## src/hdl/fpr_pkg.sv

```systemverilog
// Constants shared by the fuse PROM program/read sequencer and its pulse generator.
// Assumes a 200 MHz system clock.
package fpr_pkg;
    localparam int CLK_PERIOD_NS = 5;
    localparam int PW_MIN_NS = 1000;
    localparam int PW_MAX_NS = 8000;
    localparam int TAIL_NS = 100000;
    localparam int BLOWN_NS = 1000;
    localparam int PW_MIN_CYC = (PW_MIN_NS + CLK_PERIOD_NS - 1) / CLK_PERIOD_NS;
    localparam int PW_MAX_CYC = PW_MAX_NS / CLK_PERIOD_NS;
    localparam int TAIL_CYC = (TAIL_NS + CLK_PERIOD_NS - 1) / CLK_PERIOD_NS;
    localparam int BLOWN_CYC = (BLOWN_NS + CLK_PERIOD_NS - 1) / CLK_PERIOD_NS;
    localparam int PW_STEP_CYC = 1;
    localparam logic [4:0] OFS_CTRL = 5'h00;
    localparam logic [4:0] OFS_ADDR = 5'h04;
    localparam logic [4:0] OFS_WDATA = 5'h08;
    localparam logic [4:0] OFS_STATUS = 5'h0C;
    localparam logic [4:0] OFS_RDATA = 5'h10;
    localparam int CTRL_SEL_BIT = 0;
    localparam int CTRL_IDX_LSB = 4;
    localparam int ST_RANGE_N = 0;
    localparam int ST_BLOWN_N = 1;
    localparam int ST_SENSED = 2;
    localparam int ST_WBIT = 3;
    localparam int ST_HV = 4;
    localparam int ST_HWERR = 5;
    localparam int ST_ACTIVE = 6;
    localparam int ST_DONE = 7;
    localparam int ADDR_W = 12;
    localparam int PROM_ADDR_W = 9;
endpackage

```

## src/hdl/fpr_pulse_if.sv

```systemverilog
// Link between the sequencer control logic and its pulse generator.
// Assumes both ends share one clock.
`timescale 1ns/100ps
interface fpr_pulse_if;
    logic start;
    logic run;
    logic blown;
    logic pulse;
    logic active;
    logic done;
    modport ctl (output start, output run, output blown, input pulse, input active, input done);
    modport gen (input start, input run, input blown, output pulse, output active, output done);
endinterface

```

## src/hdl/fpr_pulse_gen.sv

```systemverilog
// Programming pulse train generator with a widening pulse ramp and a post-blow tail.
// Assumes start is a one-cycle pulse issued only while run is high.
`timescale 1ns/100ps
module fpr_pulse_gen #(
    parameter int TAIL_CYC = fpr_pkg::TAIL_CYC
) (
    input wire logic mclk,
    input wire logic reset,
    fpr_pulse_if.gen pif
);
    typedef enum logic [3:0] {
        S_IDLE = 4'h1, S_ON = 4'h2, S_OFF = 4'h4, S_DONE = 4'h8
    } fpr_pstate_t;
    fpr_pstate_t state_reg;
    fpr_pstate_t state_next;
    logic [15:0] width_reg;
    logic [15:0] cnt_reg;
    logic [15:0] tail_reg;
    logic tail_on_reg;
    logic pulse_reg;
    logic active_reg;
    logic done_reg;
    logic cnt_end;
    logic tail_end;

    assign cnt_end = (cnt_reg == width_reg - 16'h0001);
    assign tail_end = tail_on_reg && (tail_reg == 16'(TAIL_CYC - 1));

    always_comb begin
        state_next = state_reg;
        unique case (state_reg)
            S_IDLE: if (pif.start) state_next = S_ON;
            S_ON: begin
                if (!pif.run) state_next = S_IDLE;
                else if (tail_end) state_next = S_DONE;
                else if (cnt_end) state_next = S_OFF;
            end
            S_OFF: begin
                if (!pif.run) state_next = S_IDLE;
                else if (tail_end) state_next = S_DONE;
                else if (cnt_end) state_next = S_ON;
            end
            S_DONE: if (!pif.run) state_next = S_IDLE;
            default: state_next = S_IDLE;
        endcase
    end

    always_ff @(posedge mclk) begin
        if (reset) state_reg <= S_IDLE;
        else state_reg <= state_next;
    end

    always_ff @(posedge mclk) begin
        if (reset || state_next != state_reg) cnt_reg <= 16'h0000;
        else cnt_reg <= cnt_reg + 16'h0001;
    end

    always_ff @(posedge mclk) begin
        if (reset || pif.start) begin
            width_reg <= 16'(fpr_pkg::PW_MIN_CYC);
        end else if (state_reg == S_OFF && state_next == S_ON) begin
            if (width_reg < 16'(fpr_pkg::PW_MAX_CYC - fpr_pkg::PW_STEP_CYC))
                width_reg <= width_reg + 16'(fpr_pkg::PW_STEP_CYC);
            else
                width_reg <= 16'(fpr_pkg::PW_MAX_CYC);
        end
    end

    always_ff @(posedge mclk) begin
        if (reset || pif.start || !pif.run) begin
            tail_on_reg <= 1'b0;
            tail_reg <= 16'h0000;
        end else if (tail_on_reg) begin
            tail_reg <= tail_reg + 16'h0001;
        end else if (pif.blown && (state_reg == S_ON || state_reg == S_OFF)) begin
            tail_on_reg <= 1'b1;
        end
    end

    always_ff @(posedge mclk) begin
        if (reset) begin
            pulse_reg <= 1'b0;
            active_reg <= 1'b0;
            done_reg <= 1'b0;
        end else begin
            pulse_reg <= (state_next == S_ON);
            active_reg <= (state_next == S_ON) || (state_next == S_OFF);
            done_reg <= (state_next == S_DONE);
        end
    end

    assign pif.pulse = pulse_reg;
    assign pif.active = active_reg;
    assign pif.done = done_reg;

    AST_PW_RANGE: assert property (@(posedge mclk) disable iff (reset)
        state_reg != S_IDLE |-> width_reg >= 16'(fpr_pkg::PW_MIN_CYC)
            && width_reg <= 16'(fpr_pkg::PW_MAX_CYC))
        else $error("Pulse width left its allowed range.");

    AST_TAIL_LEN: assert property (@(posedge mclk) disable iff (reset)
        state_reg != S_DONE && state_next == S_DONE |-> tail_reg == 16'(TAIL_CYC - 1))
        else $error("Pulse train ended before the full tail.");
endmodule // fpr_pulse_gen

```

## src/hdl/fpr_sequencer.sv

```systemverilog
// Fuse PROM program/read sequencer: Avalon-MM register slave, socket drivers and sensing.
// Assumes a synchronous active-high reset and PROM socket inputs synchronous to mclk.
`timescale 1ns/100ps
module fpr_sequencer #(
    parameter int TAIL_CYC = fpr_pkg::TAIL_CYC
) (
    input wire logic mclk,
    input wire logic reset,
    input wire logic [4:0] avs_address,
    input wire logic avs_read,
    input wire logic avs_write,
    input wire logic [31:0] avs_writedata,
    input wire logic [3:0] avs_byteenable,
    output logic [31:0] avs_readdata,
    output logic avs_waitrequest,
    input wire logic hv_present,
    input wire logic [7:0] prom_data_in,
    output logic [7:0] prom_data_out,
    output logic [7:0] prom_data_oe,
    output logic [8:0] prom_addr,
    output logic chip_select_pulse_n,
    output logic pulsed_supply,
    output logic address_range_err_n,
    output logic selected_write_bit,
    output logic fuse_blown_n,
    output logic sensed_bit,
    output logic [7:0] rd_data_n,
    output logic hw_error
);
    fpr_pulse_if pif ();

    logic sel_reg;
    logic sel_q_reg;
    logic [2:0] idx_reg;
    logic [11:0] addr_reg;
    logic [7:0] wdata_reg;
    logic start_reg;
    logic range_n_reg;
    logic wbit_reg;
    logic sensed_reg;
    logic sensed_q_reg;
    logic blown_n_reg;
    logic [15:0] blown_cnt_reg;
    logic blown_evt;
    logic hwerr_reg;
    logic [7:0] rdn_reg;
    logic [7:0] dout_reg;
    logic [7:0] doe_reg;
    logic [8:0] paddr_reg;
    logic wait_reg;
    logic [31:0] rdata_reg;
    logic req;
    logic wr_go;
    logic addr_ok;
    logic [31:0] status_word;

    // Decoder shared by the drive-enable and drive-data lines.
    function automatic logic [7:0] pos_decode(input logic [2:0] idx);
        pos_decode = 8'h01 << idx;
    endfunction

    // Bus slave: every access answers one cycle after it is seen.
    assign req = avs_read || avs_write;
    assign wr_go = avs_write && !wait_reg;

    always_ff @(posedge mclk) begin
        if (reset) wait_reg <= 1'b1;
        else if (req && wait_reg) wait_reg <= 1'b0;
        else wait_reg <= 1'b1;
    end

    assign status_word = {
        24'h000000,
        pif.done,
        pif.active,
        hwerr_reg,
        hv_present,
        wbit_reg,
        sensed_reg,
        blown_n_reg,
        range_n_reg
    };

    always_ff @(posedge mclk) begin
        if (reset) begin
            rdata_reg <= 32'h00000000;
        end else if (avs_read && wait_reg) begin
            unique case (avs_address)
                fpr_pkg::OFS_CTRL:
                    rdata_reg <= {25'h0000000, idx_reg, 3'h0, sel_reg};
                fpr_pkg::OFS_ADDR: rdata_reg <= {20'h00000, addr_reg};
                fpr_pkg::OFS_WDATA: rdata_reg <= {24'h000000, wdata_reg};
                fpr_pkg::OFS_STATUS: rdata_reg <= status_word;
                fpr_pkg::OFS_RDATA: rdata_reg <= {24'h000000, rdn_reg};
                default: rdata_reg <= 32'h00000000;
            endcase
        end
    end

    always_ff @(posedge mclk) begin
        if (reset) begin
            sel_reg <= 1'b0;
            idx_reg <= 3'h0;
        end else if (wr_go && avs_address == fpr_pkg::OFS_CTRL && avs_byteenable[0]) begin
            sel_reg <= avs_writedata[fpr_pkg::CTRL_SEL_BIT];
            idx_reg <= avs_writedata[fpr_pkg::CTRL_IDX_LSB +: 3];
        end
    end

    always_ff @(posedge mclk) begin
        if (reset) begin
            addr_reg <= 12'h000;
        end else if (wr_go && avs_address == fpr_pkg::OFS_ADDR) begin
            if (avs_byteenable[0]) addr_reg[7:0] <= avs_writedata[7:0];
            if (avs_byteenable[1]) addr_reg[11:8] <= avs_writedata[11:8];
        end
    end

    always_ff @(posedge mclk) begin
        if (reset) wdata_reg <= 8'h00;
        else if (wr_go && avs_address == fpr_pkg::OFS_WDATA && avs_byteenable[0])
            wdata_reg <= avs_writedata[7:0];
    end

    assign addr_ok = (addr_reg[11:9] == 3'h0);

    always_ff @(posedge mclk) begin
        if (reset) begin
            range_n_reg <= 1'b1;
            paddr_reg <= 9'h000;
        end else begin
            range_n_reg <= addr_ok;
            paddr_reg <= addr_reg[8:0];
        end
    end

    always_ff @(posedge mclk) begin
        if (reset) begin
            sel_q_reg <= 1'b0;
            start_reg <= 1'b0;
        end else begin
            sel_q_reg <= sel_reg;
            start_reg <= sel_reg && !sel_q_reg && addr_ok && hv_present;
        end
    end

    always_ff @(posedge mclk) begin
        if (reset) begin
            hwerr_reg <= 1'b0;
        end else if (sel_reg && !sel_q_reg && addr_ok && !hv_present) begin
            hwerr_reg <= 1'b1;
        end else if (wr_go && avs_address == fpr_pkg::OFS_STATUS && avs_byteenable[0]
                     && avs_writedata[fpr_pkg::ST_HWERR]) begin
            hwerr_reg <= 1'b0;
        end
    end

    assign pif.start = start_reg;
    assign pif.run = sel_reg;
    assign pif.blown = blown_evt;

    fpr_pulse_gen #(
        .TAIL_CYC(TAIL_CYC)
    ) u_pulse (
        .mclk(mclk),
        .reset(reset),
        .pif(pif.gen)
    );

    always_ff @(posedge mclk) begin
        if (reset) wbit_reg <= 1'b0;
        else wbit_reg <= wdata_reg[idx_reg];
    end

    // Inverted sensed bit.
    // During programming the line is only meaningful between pulses, so it is held while a pulse is on.
    always_ff @(posedge mclk) begin
        if (reset) begin
            sensed_reg <= 1'b0;
            sensed_q_reg <= 1'b0;
        end else begin
            if (!pif.pulse) sensed_reg <= !prom_data_in[idx_reg];
            sensed_q_reg <= sensed_reg;
        end
    end

    assign blown_evt = sel_reg && sensed_reg && !sensed_q_reg;

    always_ff @(posedge mclk) begin
        if (reset) begin
            blown_n_reg <= 1'b1;
            blown_cnt_reg <= 16'h0000;
        end else if (blown_evt) begin
            blown_n_reg <= 1'b0;
            blown_cnt_reg <= 16'(fpr_pkg::BLOWN_CYC - 1);
        end else if (blown_cnt_reg != 16'h0000) begin
            blown_cnt_reg <= blown_cnt_reg - 16'h0001;
        end else begin
            blown_n_reg <= 1'b1;
        end
    end

    // Only a zero bit is driven.
    always_ff @(posedge mclk) begin
        if (reset) begin
            doe_reg <= 8'h00;
            dout_reg <= 8'h00;
        end else if (pif.active && !wdata_reg[idx_reg]) begin
            doe_reg <= pos_decode(idx_reg);
            dout_reg <= pos_decode(idx_reg) & {8{pif.pulse}};
        end else begin
            doe_reg <= 8'h00;
            dout_reg <= 8'h00;
        end
    end

    always_ff @(posedge mclk) begin
        if (reset) rdn_reg <= 8'hFF;
        else if (!sel_reg && addr_ok) rdn_reg <= ~prom_data_in;
        else if (!addr_ok) rdn_reg <= 8'hFF;
    end

    assign avs_waitrequest = wait_reg;
    assign avs_readdata = rdata_reg;
    assign prom_data_out = dout_reg;
    assign prom_data_oe = doe_reg;
    assign prom_addr = paddr_reg;
    assign chip_select_pulse_n = pif.pulse;
    assign pulsed_supply = pif.pulse;
    assign address_range_err_n = range_n_reg;
    assign selected_write_bit = wbit_reg;
    assign fuse_blown_n = blown_n_reg;
    assign sensed_bit = sensed_reg;
    assign rd_data_n = rdn_reg;
    assign hw_error = hwerr_reg;

    AST_RANGE: assert property (@(posedge mclk) disable iff (reset)
        addr_reg[11:9] != 3'h0 |=> !address_range_err_n)
        else $error("Range error missing for high address.");

    AST_START: assert property (@(posedge mclk) disable iff (reset)
        $rose(sel_reg) && addr_ok && hv_present |-> ##2 pulsed_supply && pif.active)
        else $error("Pulse train did not start on select rise.");

    AST_READ_LVL: assert property (@(posedge mclk) disable iff (reset)
        !sel_reg |=> !chip_select_pulse_n && !pulsed_supply)
        else $error("Pulse outputs not at read level.");

    AST_ONE_DRIVE: assert property (@(posedge mclk) disable iff (reset)
        $onehot0(prom_data_oe) && (prom_data_out & ~prom_data_oe) == 8'h00)
        else $error("More than one PROM output driven.");

    AST_WBIT: assert property (@(posedge mclk) disable iff (reset)
        1'b1 |=> selected_write_bit == $past(wdata_reg[idx_reg]))
        else $error("Selected write bit does not match index.");

    AST_POS: assert property (@(posedge mclk) disable iff (reset)
        pif.active && !wdata_reg[idx_reg] && $stable(idx_reg)
        |=> prom_data_oe == pos_decode(idx_reg))
        else $error("Drive line does not match bit index.");

    AST_ONESHOT: assert property (@(posedge mclk) disable iff (reset)
        blown_evt |=> !fuse_blown_n [*8])
        else $error("Blown indication did not go low.");

    AST_SENSE: assert property (@(posedge mclk) disable iff (reset)
        !pif.pulse |=> sensed_bit == !$past(prom_data_in[idx_reg]))
        else $error("Sensed bit is not the inverted PROM bit.");

    AST_HV: assert property (@(posedge mclk) disable iff (reset)
        $rose(sel_reg) && addr_ok && !hv_present |=> hw_error ##1 !pif.active)
        else $error("Missing high voltage not reported.");

    AST_RDATA: assert property (@(posedge mclk) disable iff (reset)
        !sel_reg && addr_ok |=> rd_data_n == ~$past(prom_data_in))
        else $error("Read word is not the complemented PROM word.");

    AST_RANGE_BLOCK: assert property (@(posedge mclk) disable iff (reset)
        !addr_ok && !pif.active |=> !start_reg)
        else $error("Pulses started at an out-of-range address.");
endmodule // fpr_sequencer

```

## config.mk

```make
export PLATFORM = sky130hd
export DESIGN_NAME = fpr_sequencer
export DESIGN_NICKNAME = d
export VERILOG_FILES = /design/src/hdl/fpr_pkg.sv /design/src/hdl/fpr_pulse_if.sv /design/src/hdl/fpr_pulse_gen.sv /design/src/hdl/fpr_sequencer.sv
export SDC_FILE = /design/constraint.sdc
export NUM_CORES = 1
export LEC_CHECK = 0
export ABC_CLOCK_PERIOD_IN_PS = 4400
export BUFFER_PORTS_ARGS = -buffer_cell sky130_fd_sc_hd__buf_2
export CORE_MARGIN = 2
export CORE_UTILIZATION = 60
export CTS_CLUSTER_SIZE = 40
export DETAILED_ROUTE_END_ITERATION = 8
export PLACE_DENSITY = 0.93
export SYNTH_ARGS = -nofsm -noshare
export SYNTH_HDL_FRONTEND = slang
export SYNTH_SLANG_ARGS = --single-unit
```

## constraint.sdc

```tcl
create_clock -name mclk -period 4.4 [get_ports mclk]
set_clock_uncertainty 0.1 [all_clocks]
set_input_delay 0.66 -clock mclk [delete_from_list [all_inputs] [get_ports mclk]]
set_output_delay 0.66 -clock mclk [all_outputs]
set_load 0.03 [all_outputs]
```

# Yosys cells after proc, flatten, opt, wreduce, memory -nomap -nowiden
# Cells that the tools add are included.
# classes
n_addsub	5
order_cmp	2
n_eq_ne	16
shift	1
muxes	26
bitwise_logic	3
reduce_logical	44
# ops
op	count
$pmux 12 s5	1
$add 16x1->16 const B	3
$mux 4	8
$mux 8	4
$sub 16x1->16 const B	2
$logic_and 1x1->1	22
$eq 16x15->1 const B	1
$eq 16x16->1	1
$lt 16x11->1 const B	1
$mux 16	1
$pmux 4 s4	1
$reduce_bool 16->1	1
$eq 5x4->1 const B	2
$mux 1	9
$and 8x8->8	1
$eq 4x2->1 const B	2
$eq 4x3->1 const B	2
$eq 4x4->1 const B	2
$not 8->8	1
$shl 1x3->8 const A	1
$logic_not 1->1	7
$bmux 1 s3	2
$logic_or 1x1->1	6
$eq 5x3->1 const B	1
11 further kinds	15
# word_totals
regBits	170
in_bits	54
elab_cells	126

# Longest topological paths before layout
# Gate-level depths: netlist of run 1.
# depth
word_depth	8
depth_mapped	14
depth_no_buf	10

# Modules after synthesis
# Synthesis of run 1 repeated with hierarchy kept, for this count alone.
# unflattened
cells_unflattened	807
area_unflattened_um2	7120.6
# modules_own_cells
mod	n_inst	cells_per_inst	area_per_inst_um2
fpr_sequencer	1	421	4021.4
fpr_pulse_gen	1	386	3099.2

# Worst setup path after synthesis of run 1
# No wires, ideal clock.
# synth_timing
kind	reg-to-reg
from	reg u_pulse.width_reg[0]
to	reg u_pulse.width_reg[5]
setup_ns	0.070
arrival_ns	2.660
required_time_ns	4.230
slack_ns	1.570
stages_incl_launch_ff	14
synth_period_minus_slack_ns	2.830
path_cell_list	dfxtp_1 -> clkbuf_1 -> inv_1 -> ha_1 -> clkbuf_2 -> nor2_1 -> nor2_1 -> a221oi_1 -> o211ai_1 -> a2111oi_4 -> nand3_2 -> buf_2 -> or4_1 -> a21oi_1
# synth_between
elab_chain_cells	8
elab_cells_between_ends	14
cone_classes	add/sub (2); order compare (1); eq/ne (2); mux (8); reduce/logical (1)
# synth_lines
element	line	source
start, declared	fpr_pulse_gen.sv:16	logic [15:0] width_reg;
start signal, assigned	fpr_pulse_gen.sv:60	width_reg <= 16'(fpr_pkg::PW_MIN_CYC);
start signal, assigned	fpr_pulse_gen.sv:63	width_reg <= width_reg + 16'(fpr_pkg::PW_STEP_CYC);
start signal, assigned	fpr_pulse_gen.sv:65	width_reg <= 16'(fpr_pkg::PW_MAX_CYC);
$sub 16x1->16	fpr_pulse_gen.sv:26	assign cnt_end = (cnt_reg == width_reg - 16'h0001);
$eq 16x16->1	fpr_pulse_gen.sv:26	
$mux 4 (on tied branches)	fpr_pulse_gen.sv:41, fpr_pulse_gen.sv:36	
$mux 4 (on tied branches)	fpr_pulse_gen.sv:40, fpr_pulse_gen.sv:35	
$mux 4 (on tied branches)	fpr_pulse_gen.sv:39, fpr_pulse_gen.sv:34	
$pmux 4 s4	fpr_pulse_gen.sv:31	unique case (state_reg)
$eq 4x2->1	fpr_pulse_gen.sv:61	end else if (state_reg == S_OFF && state_next == S_ON) begin
$logic_and 1x1->1	fpr_pulse_gen.sv:61	
# Parallel ways exist; a longest one is shown, timed or not.
# A chain may end at the register's enable or synchronous reset.

# Worst setup path in the final report of run 1
# layout_timing
from	reg u_pulse.width_reg[2]
to	reg u_pulse.width_reg[4]
# The elaborated chain is that of the path after synthesis.

==> summary.md, run 1 <==
| Metric | Value |
|---|---|
| Hold-fix buffers, CTS | 0 |
| Share of cells above drive strength 1 | 15.9% |
| Post-Place Setup Slack | 1.18 ns |
| Mean Syn Cell Area | 8.81 µm² |
| PD cells | 415 nW/µm² |
| Vias in the first global route | 5742 |
| CP max FO | 21 |
| Initial DRC count | between 400 and 500 |
| Detail Placement HPWL | about 11000 µm |
| Buf+Inv Stages, Crit Path | 0 |
| All-Layer GR Usage | 26.8% |
| DRC | 0 |
| Cells after synthesis | a little under 800 |
| Total Power | roughly 3200 µW |
| Delay of the slowest critical-path stage | 0.60 ns |
| Placer Congestion | approximately 0.86 |
| Top cells by area, synth | dfxtp_1 (44%), nor2_1 (6.2%), mux2i_1 (5.3%), xnor2_1 (3.8%), xor2_1 (2.9%) |
| Fin Setup TNS | 0 ns |
| Syn Std Cell Area | 6850 µm² |
| Routed Antenna Nets | 0 |
| Max cap viols | 0 |
| Most common flop cell mapped by yosys | dfxtp_1 |
| Tmin final | between 3 and 4 ns |
| Sink Count | 150 |
| CP max-delay cell | or4_1 |
| Fin. Hold Viols | 0 |
| Post-synth ARST share | 0% |
| Largest net degree at the start of global routing | 39 |
| CTS Root Cell | clkbuf_16 |
| Wire per inst | 16.3 µm |
| Commonest non-fill, non-tap cells in the layout | dfxtp_1 (150), nor2_1 (113), buf_2 (84), nand2_1 (53), a21oi_1 (40) |
| # fillers | 801 |
| Reg clk slew, reported paths | 0.06 ns |
| Final worst slack | 1.06 ns |
| Worst Setup End Kind | register |
| Clock Latency Late Sink | 0.44 ns |
| EDFF count, synth | 0 |
| Synth Register Bits | 150 |
| Cell Rows | 39 |
| Compound-cell area share of the yosys netlist | about a tenth |
| Largest family of logic cells by synthesized area | simple AND/OR/NAND/NOR gates |
| CP Data Arrival Time | ~3.6 ns |
| Leakage | 0.00304 µW |
| Cells along the critical path | nor4_4 > nand3b_1 > nor4_2 > o22ai_1 > a2111oi_4 > nand3_2 > or4_1 > a21oi_1 |
| Synth unique cells | 65 |
| Vias per inst | 5.91 |
| Required @ worst endpoint | 4.65 ns |
| Core footprint | 11300 µm² |
| Simple-gate share of the synthesized area | about a quarter |
| WS Path Type | reg -> reg |
| Most common cell after layout, fill and taps aside | dfxtp_1 |
| Final period util | 75.9% |
| CTS buffer count | 17 |
| Via count | between 5000 and 6000 |
| Critical Path Start Type | register |
| Worst rel slew slack | between 20% and 30% |
| Post-CTS Setup Inserts | 0 |
| Multiplexer area fraction after synthesis | ~7.4% |
| Post-synth top area share | 43.8% |
| Die Y | ~110 µm |
| Worst-margin pin slew | 1.15 ns |
| Post-synthesis xor/xnor area fraction | 6.78% |
| Pre-antenna DRT Iters | 7 |
| Clock Tree Buf Depth | 2 |
| Area growth, synth to finish | 13.3% |
| Post-layout util | 68.9% |
| Largest area contributor in the netlist | dfxtp_1 |
| Post-Route WL | 16200 µm |
| Ports | about 130 |
| H-tree depth | 4 |
| ANT cells | 0 |
| Initial Util | between 60% and 70% |
| PortBufs | 84 |
| Max-slew violation count | 0 |
| Final setup violation count | 0 |
| Post-synthesis adder-cell area fraction | less than 1% |
| Initial antenna violation count | 0 |
| Die extent in x | approximately 110 µm |
| Outcome | finished clean |
| Peak VDD IR | 317 µV |
| Fmax | ~300 MHz |
| Yosys warning total | 0 |
| First-pass GRT wire length | about 27000 µm |
| GRT overflow | 0 |
| Die area | around 12000 µm² |
| Seq/Total Area, Yosys | 43.8% |
| Hold Path Class | in -> reg |
| RSZ-0062 raised after global routing | no |
| Top Family by Delay on Critical Path | simple AND/OR/NAND/NOR gates |
| CTS tree | built |
| Cts repair resizes | 0 |
| Total Nets Final | 901 |
-- cells in the mapped netlist, types with 6 or more instances --
master	n
and3_1	16
and2_1	6
nand2_1	53
a222oi_1	8
xor2_1	23
clkbuf_1	29
o21a_1	6
nor2b_1	20
nand3_1	24
nand4_1	11
o21ai_0	22
nor2_1	113
buf_4	21
dfxtp_1	150
xnor2_1	30
nor4_1	6
or3_1	11
inv_1	22
nor3_1	37
mux2i_1	36
buf_2	6
a21oi_1	40
-- routing by layer --
metal	global-route usage, %	wire (µm)	up-vias
met5	0	0	-
met4	13.4	620	0
met3	7.11	1060	56
met2	45.1	7930	227
met1	31.7	6610	2804
li1	-	-	2807
-- kinds of logic (layout without fill, tap and decap cells) --
kind of cell | Yosys count | after routing
AO/OA/AOI/OAI | 108 | 108
multiplexers | 45 | 45
flip-flops | 150 | 150
XOR/XNOR | 53 | 53
adder cells (fa/ha/maj) | 5 | 5
buffers and inverters | 83 | 141
other | 1 | 20
AND/OR/NAND/NOR | 333 | 333
-- area by class of cell --
cell class	count	area [µm²]	share of cell area, %
Tap cell	143	179	2.30
Inverter	22	82.6	1.06
Clock buffer	19	453	5.83
Sequential cell	150	3000	38.7
Timing Repair Buffer	87	443	5.71
Multi-Input combinational cell	564	3500	45.1
Clock inverter	13	98.8	1.27
-- power by group --
| group | switching (µW) | internal (µW) |
|---|---|---|
| clock | 593 | 755 |
| sequential | 56.0 | 1420 |
| combinational | 241 | 156 |
| total | 891 | 2330 |
-- per-stage QoR --
| stage | hold slack (ns) | cell area [µm²] | std cells |
|---|---|---|---|
| floorplan | 0.340 | 6920 | 797 |
| global placement | 0.321 | 7210 | 966 |
| detailed placement | 0.334 | 7210 | 966 |
| CTS | 0.337 | 7760 | 998 |
| global route | 0.349 | 7760 | 998 |
| finish | 0.341 | 7760 | 998 |
-- path summary, 6_finish.rpt --
kind	startpoint	cells past startpoint	slack [ns]	end
worst min-delay path	avs_write	2	0.34	avs_waitrequest
worst max-delay path	u_pulse.width_reg[2]	8	1.06	u_pulse.width_reg[4]
worst min register to register	avs_waitrequest	1	0.34	avs_waitrequest
worst max register to register	u_pulse.width_reg[2]	8	1.06	u_pulse.width_reg[4]
No activity file was read; power rests on OpenSTA's default activity.
==> run 2, diff against run 1 <==
ABC_CLOCK_PERIOD_IN_PS = 3400   (was 4400)
CORE_UTILIZATION = 56   (was 60)
PLACE_DENSITY = 0.88   (was 0.93)
clock period = 3.4 ns   (was 4.4 ns; I/O delays follow)
==> run 2 against run 1 <==
Die area rose by 6.9%. Combinational power rose by 30%. Setup slack got worse by 0.72 ns. Core utilization fell by 2.8 points. Final cell count rose by 1.2%. Largest power group is now clock. Highest routed layer unchanged. Critical path depth rose by 2.
==> summary.md, run 2 (same netlist as run 1, synthesis figures left out) <==
| Metric | Value |
|---|---|
| Die extent in x | 115 µm (was 111 µm) |
| Share of cells above drive strength 1 | 16.6% (was 15.9%) |
| Vias per inst | 5.78 (was 5.91) |
| Vias in the first global route | 5607 (was 5742) |
| Clock Tree Buf Depth | 2 (unchanged) |
| CP max-delay cell | or4_1 (unchanged) |
| PD cells | 557 nW/µm² (was 415 nW/µm²) |
| Required @ worst endpoint | 3.66 ns (was 4.65 ns) |
| CTS tree | built (unchanged) |
| Final setup violation count | 0 (unchanged) |
| Die area | 13100 µm² (was 12300 µm²) |
| Hold-fix buffers, CTS | 0 (unchanged) |
| Routed Antenna Nets | 0 (unchanged) |
| Peak VDD IR | 351 µV (was 317 µV) |
| CTS Root Cell | clkbuf_16 (unchanged) |
| Hold Path Class | in -> reg (unchanged) |
| All-Layer GR Usage | 25.6% (was 26.8%) |
| Wire per inst | 16.0 µm (was 16.3 µm) |
| Delay of the slowest critical-path stage | 0.54 ns (was 0.60 ns) |
| Max cap viols | 0 (unchanged) |
| Leakage | 0.00312 µW (was 0.00304 µW) |
| First-pass GRT wire length | 26800 µm (was 27200 µm) |
| GRT overflow | 0 (unchanged) |
| Initial DRC count | 325 (was 463) |
| DRC | 0 (unchanged) |
| Fin Setup TNS | 0 ns (unchanged) |
| Final period util | 90.0% (was 75.9%) |
| Total Nets Final | 909 (was 901) |
| Area growth, synth to finish | 15.4% (was 13.3%) |
| Critical Path Start Type | register (unchanged) |
| Detail Placement HPWL | 10800 µm (was 10900 µm) |
| Placer Congestion | 0.882 (was 0.862) |
| Initial Util | 57.3% (was 60.8%) |
| Largest net degree at the start of global routing | 39 (unchanged) |
| PortBufs | 84 (unchanged) |
| Worst rel slew slack | 51.3% (was 23.1%) |
| CP Data Arrival Time | 3.32 ns (was 3.59 ns) |
| Fin. Hold Viols | 0 (unchanged) |
| H-tree depth | 4 (unchanged) |
| Clock Latency Late Sink | 0.43 ns (was 0.44 ns) |
| Worst Setup End Kind | register (unchanged) |
| Fmax | 327 MHz (was 299 MHz) |
| Ports | 127 (unchanged) |
| Sink Count | 150 (unchanged) |
| Post-CTS Setup Inserts | 0 (unchanged) |
| Sequential standard cell area | 3000 µm² (unchanged) |
| # fillers | 910 (was 801) |
| Outcome | finished clean (unchanged) |
| RSZ-0062 raised after global routing | no (unchanged) |
| WS Path Type | reg -> reg (unchanged) |
| Initial antenna violation count | 0 (unchanged) |
| Most common cell after layout, fill and taps aside | dfxtp_1 (unchanged) |
| ANT cells | 0 (unchanged) |
| CTS buffer count | 17 (unchanged) |
| Post-layout util | 66.1% (was 68.9%) |
| Post-Route WL | 16100 µm (was 16200 µm) |
| Die Y | 115 µm (was 111 µm) |
| Cells along the critical path | inv_1 > ha_1 > nor2_1 > nor2_1 > a221oi_1 > o211ai_1 > a2111oi_4 > nand3_4 > or4_1 > a21oi_1 (was nor4_4 > nand3b_1 > nor4_2 > o22ai_1 > a2111oi_4 > nand3_2 > or4_1 > a21oi_1) |
| Max-slew violation count | 0 (unchanged) |
| Commonest non-fill, non-tap cells in the layout | dfxtp_1 (150), nor2_1 (113), buf_2 (84), nand2_1 (53), a21oi_1 (40) (unchanged) |
| Core footprint | 12000 µm² (was 11300 µm²) |
| Area of the multi-input gates | 3510 µm² (was 3500 µm²) |
| Cell Rows | 40 (was 39) |
| Via count | 5838 (was 5894) |
| Tmin final | 3.06 ns (was 3.34 ns) |
| Pre-antenna DRT Iters | 5 (was 7) |
| Worst-margin pin slew | 0.724 ns (was 1.15 ns) |
| Reg clk slew, reported paths | 0.06 ns (about the same) |
| Most frequent CP cell | nor2_1 |
| CP max FO | 15 (was 21) |
## run 2: worst paths after layout
check,startpoint,endpoint,slack (ns),cells past startpoint
setup reg to reg,u_pulse.width_reg[0],u_pulse.width_reg[4],0.34,10
hold / removal,avs_write,avs_waitrequest,0.21,2
setup / recovery,u_pulse.width_reg[0],u_pulse.width_reg[4],0.34,10
hold reg to reg,avs_waitrequest,avs_waitrequest,0.36,1
## run 2: what timing repair did
| item | 4_1_cts | 5_1_grt |
|---|---|---|
| gates resized for setup | 0 | 1 |
| endpoints found under the setup margin | 0 | 1 |
| hold endpoints to repair | 0 | 0 |
## run 2: power breakdown
part | leakage (µW) | switching (µW) | internal (µW) | total [µW]
combinational | 0.00160 | 313 | 204 | 516
sequential | 0.00121 | 73.4 | 1830 | 1910
clock | 0.000309 | 768 | 1210 | 1980
total | 0.00312 | 1150 | 3250 | 4400
## run 2: metal layers
metal	vias to the layer above	wire length [µm]	track usage, %
met5	-	0	0
met4	0	517	11.7
met3	52	973	7.89
met2	208	7930	43.3
met1	2762	6690	29.8
li1	2816	-	-
## run 2: final cells by class
type	count	area share (%)
Sequential cell	150	38.0
Tap cell	147	2.33
Inverter	22	1.04
Timing Repair Buffer	95	6.36
Clock buffer	20	5.78
Multi-Input combinational cell	564	44.4
Clock inverter	12	2.10
## run 2: per-stage QoR
step	setup WS, ns	power (µW)	area [µm²]	std cells	hold WS [ns]
5_1_grt	0.0745	4580	7910	1010	0.215
2_1_floorplan	0.570	2350	6920	797	0.340
6_report	0.339	4400	7910	1010	0.207
4_1_cts	0.296	4410	7900	1010	0.199
3_3_place_gp	0.397	2430	7280	978	0.321
3_5_place_dp	0.327	2450	7280	978	0.335
## run 2: critical path: cells and delay by family (launching register included)
kind	cells	cell delay, ns
DFF	1	0.50
and+or+nand+nor	4	0.94
AOI/OAI and AO/OA	4	1.05
adders and majority gates	1	0.32
buffers and inverters	1	0.09
==> run 3, diff against run 2 <==
CORE_UTILIZATION = 54   (was 56)
PLACE_DENSITY = 0.86   (was 0.88)
==> run 3 against run 2 <==
Routed wire length decreased by 2.3%. Die area increased by 3.6%. Total power decreased by 2.8%. Clock-buffer cell count decreased by 1. Clock power decreased by 7%. Critical path type unchanged. Sequential power about the same. Non-clock buffer count decreased by 1. Maximum frequency decreased by 2.7%. Flip-flop and latch count unchanged. Core utilization decreased by 3.1 points. Worst hold slack got worse by 0.022 ns. First-iteration DRC count increased by 50%.
==> summary.md, run 3 (same netlist as run 1, synthesis figures left out) <==
| Metric | Value |
|---|---|
| Vias in the first global route | 5439 (was 5607) |
| Ports | 127 (unchanged) |
| Max-slew violation count | 0 (unchanged) |
| Wire per inst | 15.2 µm (was 16.0 µm) |
| Pre-antenna DRT Iters | 5 (unchanged) |
| First-pass GRT wire length | 25700 µm (was 26800 µm) |
| Final period util | 92.5% (was 90.0%) |
| Via count | 5799 (was 5838) |
| Psw | 1150 µW (about the same) |
| Post-CTS Setup Inserts | 0 (unchanged) |
| Fmax | 318 MHz (was 327 MHz) |
| ANT cells | 0 (unchanged) |
| Leakage | 0.00308 µW (was 0.00312 µW) |
| Switching portion of total power | 26.8% (was 26.2%) |
| Total Nets Final | 908 (was 909) |
| Largest net degree at the start of global routing | 41 (was 39) |
| Worst Setup End Kind | register (unchanged) |
| Area growth, synth to finish | 15.1% (was 15.4%) |
| Post-Place Setup Slack | 0.329 ns (was 0.327 ns) |
| Clock group share of total power | 43.2% (was 44.9%) |
| Final setup violation count | 0 (unchanged) |
| Reg clk slew, reported paths | 0.06 ns (about the same) |
| CTS buffer count | 17 (unchanged) |
| Critical Path Start Type | register (unchanged) |
| GRT overflow | 0 (unchanged) |
| Die extent in x | 117 µm (was 115 µm) |
| CP max FO | 14 (was 15) |
| Initial antenna violation count | 0 (unchanged) |
| PD cells | 543 nW/µm² (was 557 nW/µm²) |
| Tmin final | 3.14 ns (was 3.06 ns) |
| Die area | 13600 µm² (was 13100 µm²) |
| All-Layer GR Usage | 23.9% (was 25.6%) |
| Required @ worst endpoint | 3.62 ns (was 3.66 ns) |
| Routed Antenna Nets | 0 (unchanged) |
| Worst rel slew slack | 49.0% (was 51.3%) |
| CTS Root Cell | clkbuf_16 (unchanged) |
| Commonest non-fill, non-tap cells in the layout | dfxtp_1 (150), nor2_1 (113), buf_2 (84), nand2_1 (53), a21oi_1 (40) (unchanged) |
| Fin Setup TNS | 0 ns (unchanged) |
| H-tree depth | 4 (unchanged) |
| # fillers | 1004 (was 910) |
| Peak VDD IR | 414 µV (was 351 µV) |
| DRC | 0 (unchanged) |
| Internal | 3130 µW (was 3250 µW) |
| PortBufs | 84 (unchanged) |
| Hold-fix buffers, CTS | 0 (unchanged) |
| CTS tree | built (unchanged) |
| Detail Placement HPWL | 10800 µm (about the same) |
| Reg2Reg Setup Slack | 0.26 ns (was 0.34 ns) |
| Clock Tree Buf Depth | 2 (unchanged) |
| Most common cell after layout, fill and taps aside | dfxtp_1 (unchanged) |
| Post-Route WL | 15700 µm (was 16100 µm) |
| Outcome | finished clean (unchanged) |
| Sink Count | 150 (unchanged) |
| Comb pwr share | 12.2% (was 11.7%) |
| Hold Path Class | in -> reg (unchanged) |
| Sequential power share | 44.6% (was 43.4%) |
| Die Y | 117 µm (was 115 µm) |
| Placer Congestion | 0.882 (unchanged) |
| WS Path Type | reg -> reg (unchanged) |
| Post-layout util | 63.0% (was 66.1%) |
| CP Data Arrival Time | 3.36 ns (was 3.32 ns) |
| Initial Util | 54.7% (was 57.3%) |
| Max cap viols | 0 (unchanged) |
| Cell Rows | 41 (was 40) |
| Cts repair resizes | 0 (unchanged) |
| Initial DRC count | 489 (was 325) |
| RSZ-0062 raised after global routing | no (unchanged) |
| Share of cells above drive strength 1 | 16.4% (was 16.6%) |
| Fin. Hold Viols | 0 (unchanged) |
| Core footprint | 12500 µm² (was 12000 µm²) |
| Vias per inst | 5.61 (was 5.78) |
| Clock Latency Late Sink | 0.42 ns (was 0.43 ns) |
| Final worst slack | 0.256 ns (was 0.339 ns) |
| Worst-margin pin slew | 0.764 ns (was 0.724 ns) |
==> run 3: cell count changes in the layout (fill, tap and decap cells not counted) <==
cell / before / now
bufinv_16: 3 / 2
clkinv_4: 3 / 2
nand3_4: 1 / 0
nand3_2: 0 / 1
clkbuf_8: 2 / 0
buf_4: 11 / 10
inv_6: 2 / 3
inv_8: 2 / 1
clkbuf_1: 1 / 2
clkinvlp_4: 0 / 3
==> run 3: worst max-delay path, stage by stage, from the launching register on <==
cell and delay (ns):
dfxtp_1 0.50, inv_1 0.08, ha_1 0.32, nor2_1 0.14, nor2_1 0.05, a221oi_1 0.33
o211ai_1 0.19, a2111oi_4 0.34, nand3_2 0.30, buf_4 0.27, o21bai_1 0.16, a221oi_1 0.27
==> run 3: path summary, 6_finish.rpt <==
check                       startpoint                    to  cells past startpoint
setup / recovery  u_pulse.width_reg[0]  u_pulse.width_reg[9]                     11
hold / removal               avs_write       avs_waitrequest                      2
setup reg to reg  u_pulse.width_reg[0]  u_pulse.width_reg[9]                     11
hold reg to reg        avs_waitrequest       avs_waitrequest                      1
==> run 3: layout make-up <==
class | count | area [µm²] | share of cell area (%)
Inverter | 22 | 82.6 | 1.05
Clock inverter | 13 | 148 | 1.87
Tap cell | 172 | 215 | 2.73
Sequential cell | 150 | 3000 | 38.1
Clock buffer | 19 | 433 | 5.49
Multi-Input combinational cell | 564 | 3500 | 44.5
Timing Repair Buffer | 94 | 495 | 6.29
==> run 3: routing by layer <==
| layer | routed length, µm | part of all wire, % | up-vias | global-route usage [%] |
|---|---|---|---|---|
| li1 | - | - | 2819 | - |
| met1 | 6540 | 42 | 2723 | 28.3 |
| met2 | 7770 | 49 | 207 | 40.1 |
| met3 | 994 | 6.3 | 50 | 7.52 |
| met4 | 437 | 2.8 | 0 | 10.7 |
| met5 | 0 | 0 | - | 0 |
==> run 3: power by group through the flow <==
stage                     Clock [µW]  Combinational, µW  Sequential [µW]
after floorplan                    0                410             1940
after global placement             0                488             1940
after detailed placement           0                510             1940
after CTS                       1870                518             1910
after global routing            1940                579             1920
final                           1850                521             1910
==> run 3: stage by stage <==
step                      hold WS (ns)  power [µW]  cells  cell area (µm²)
after floorplan                  0.340        2350    797             6920
after global placement           0.321        2430   1002             7300
after detailed placement         0.332        2450   1002             7300
after CTS                        0.172        4290   1034             7880
after global routing             0.180        4430   1034             7880
final                            0.185        4280   1034             7880
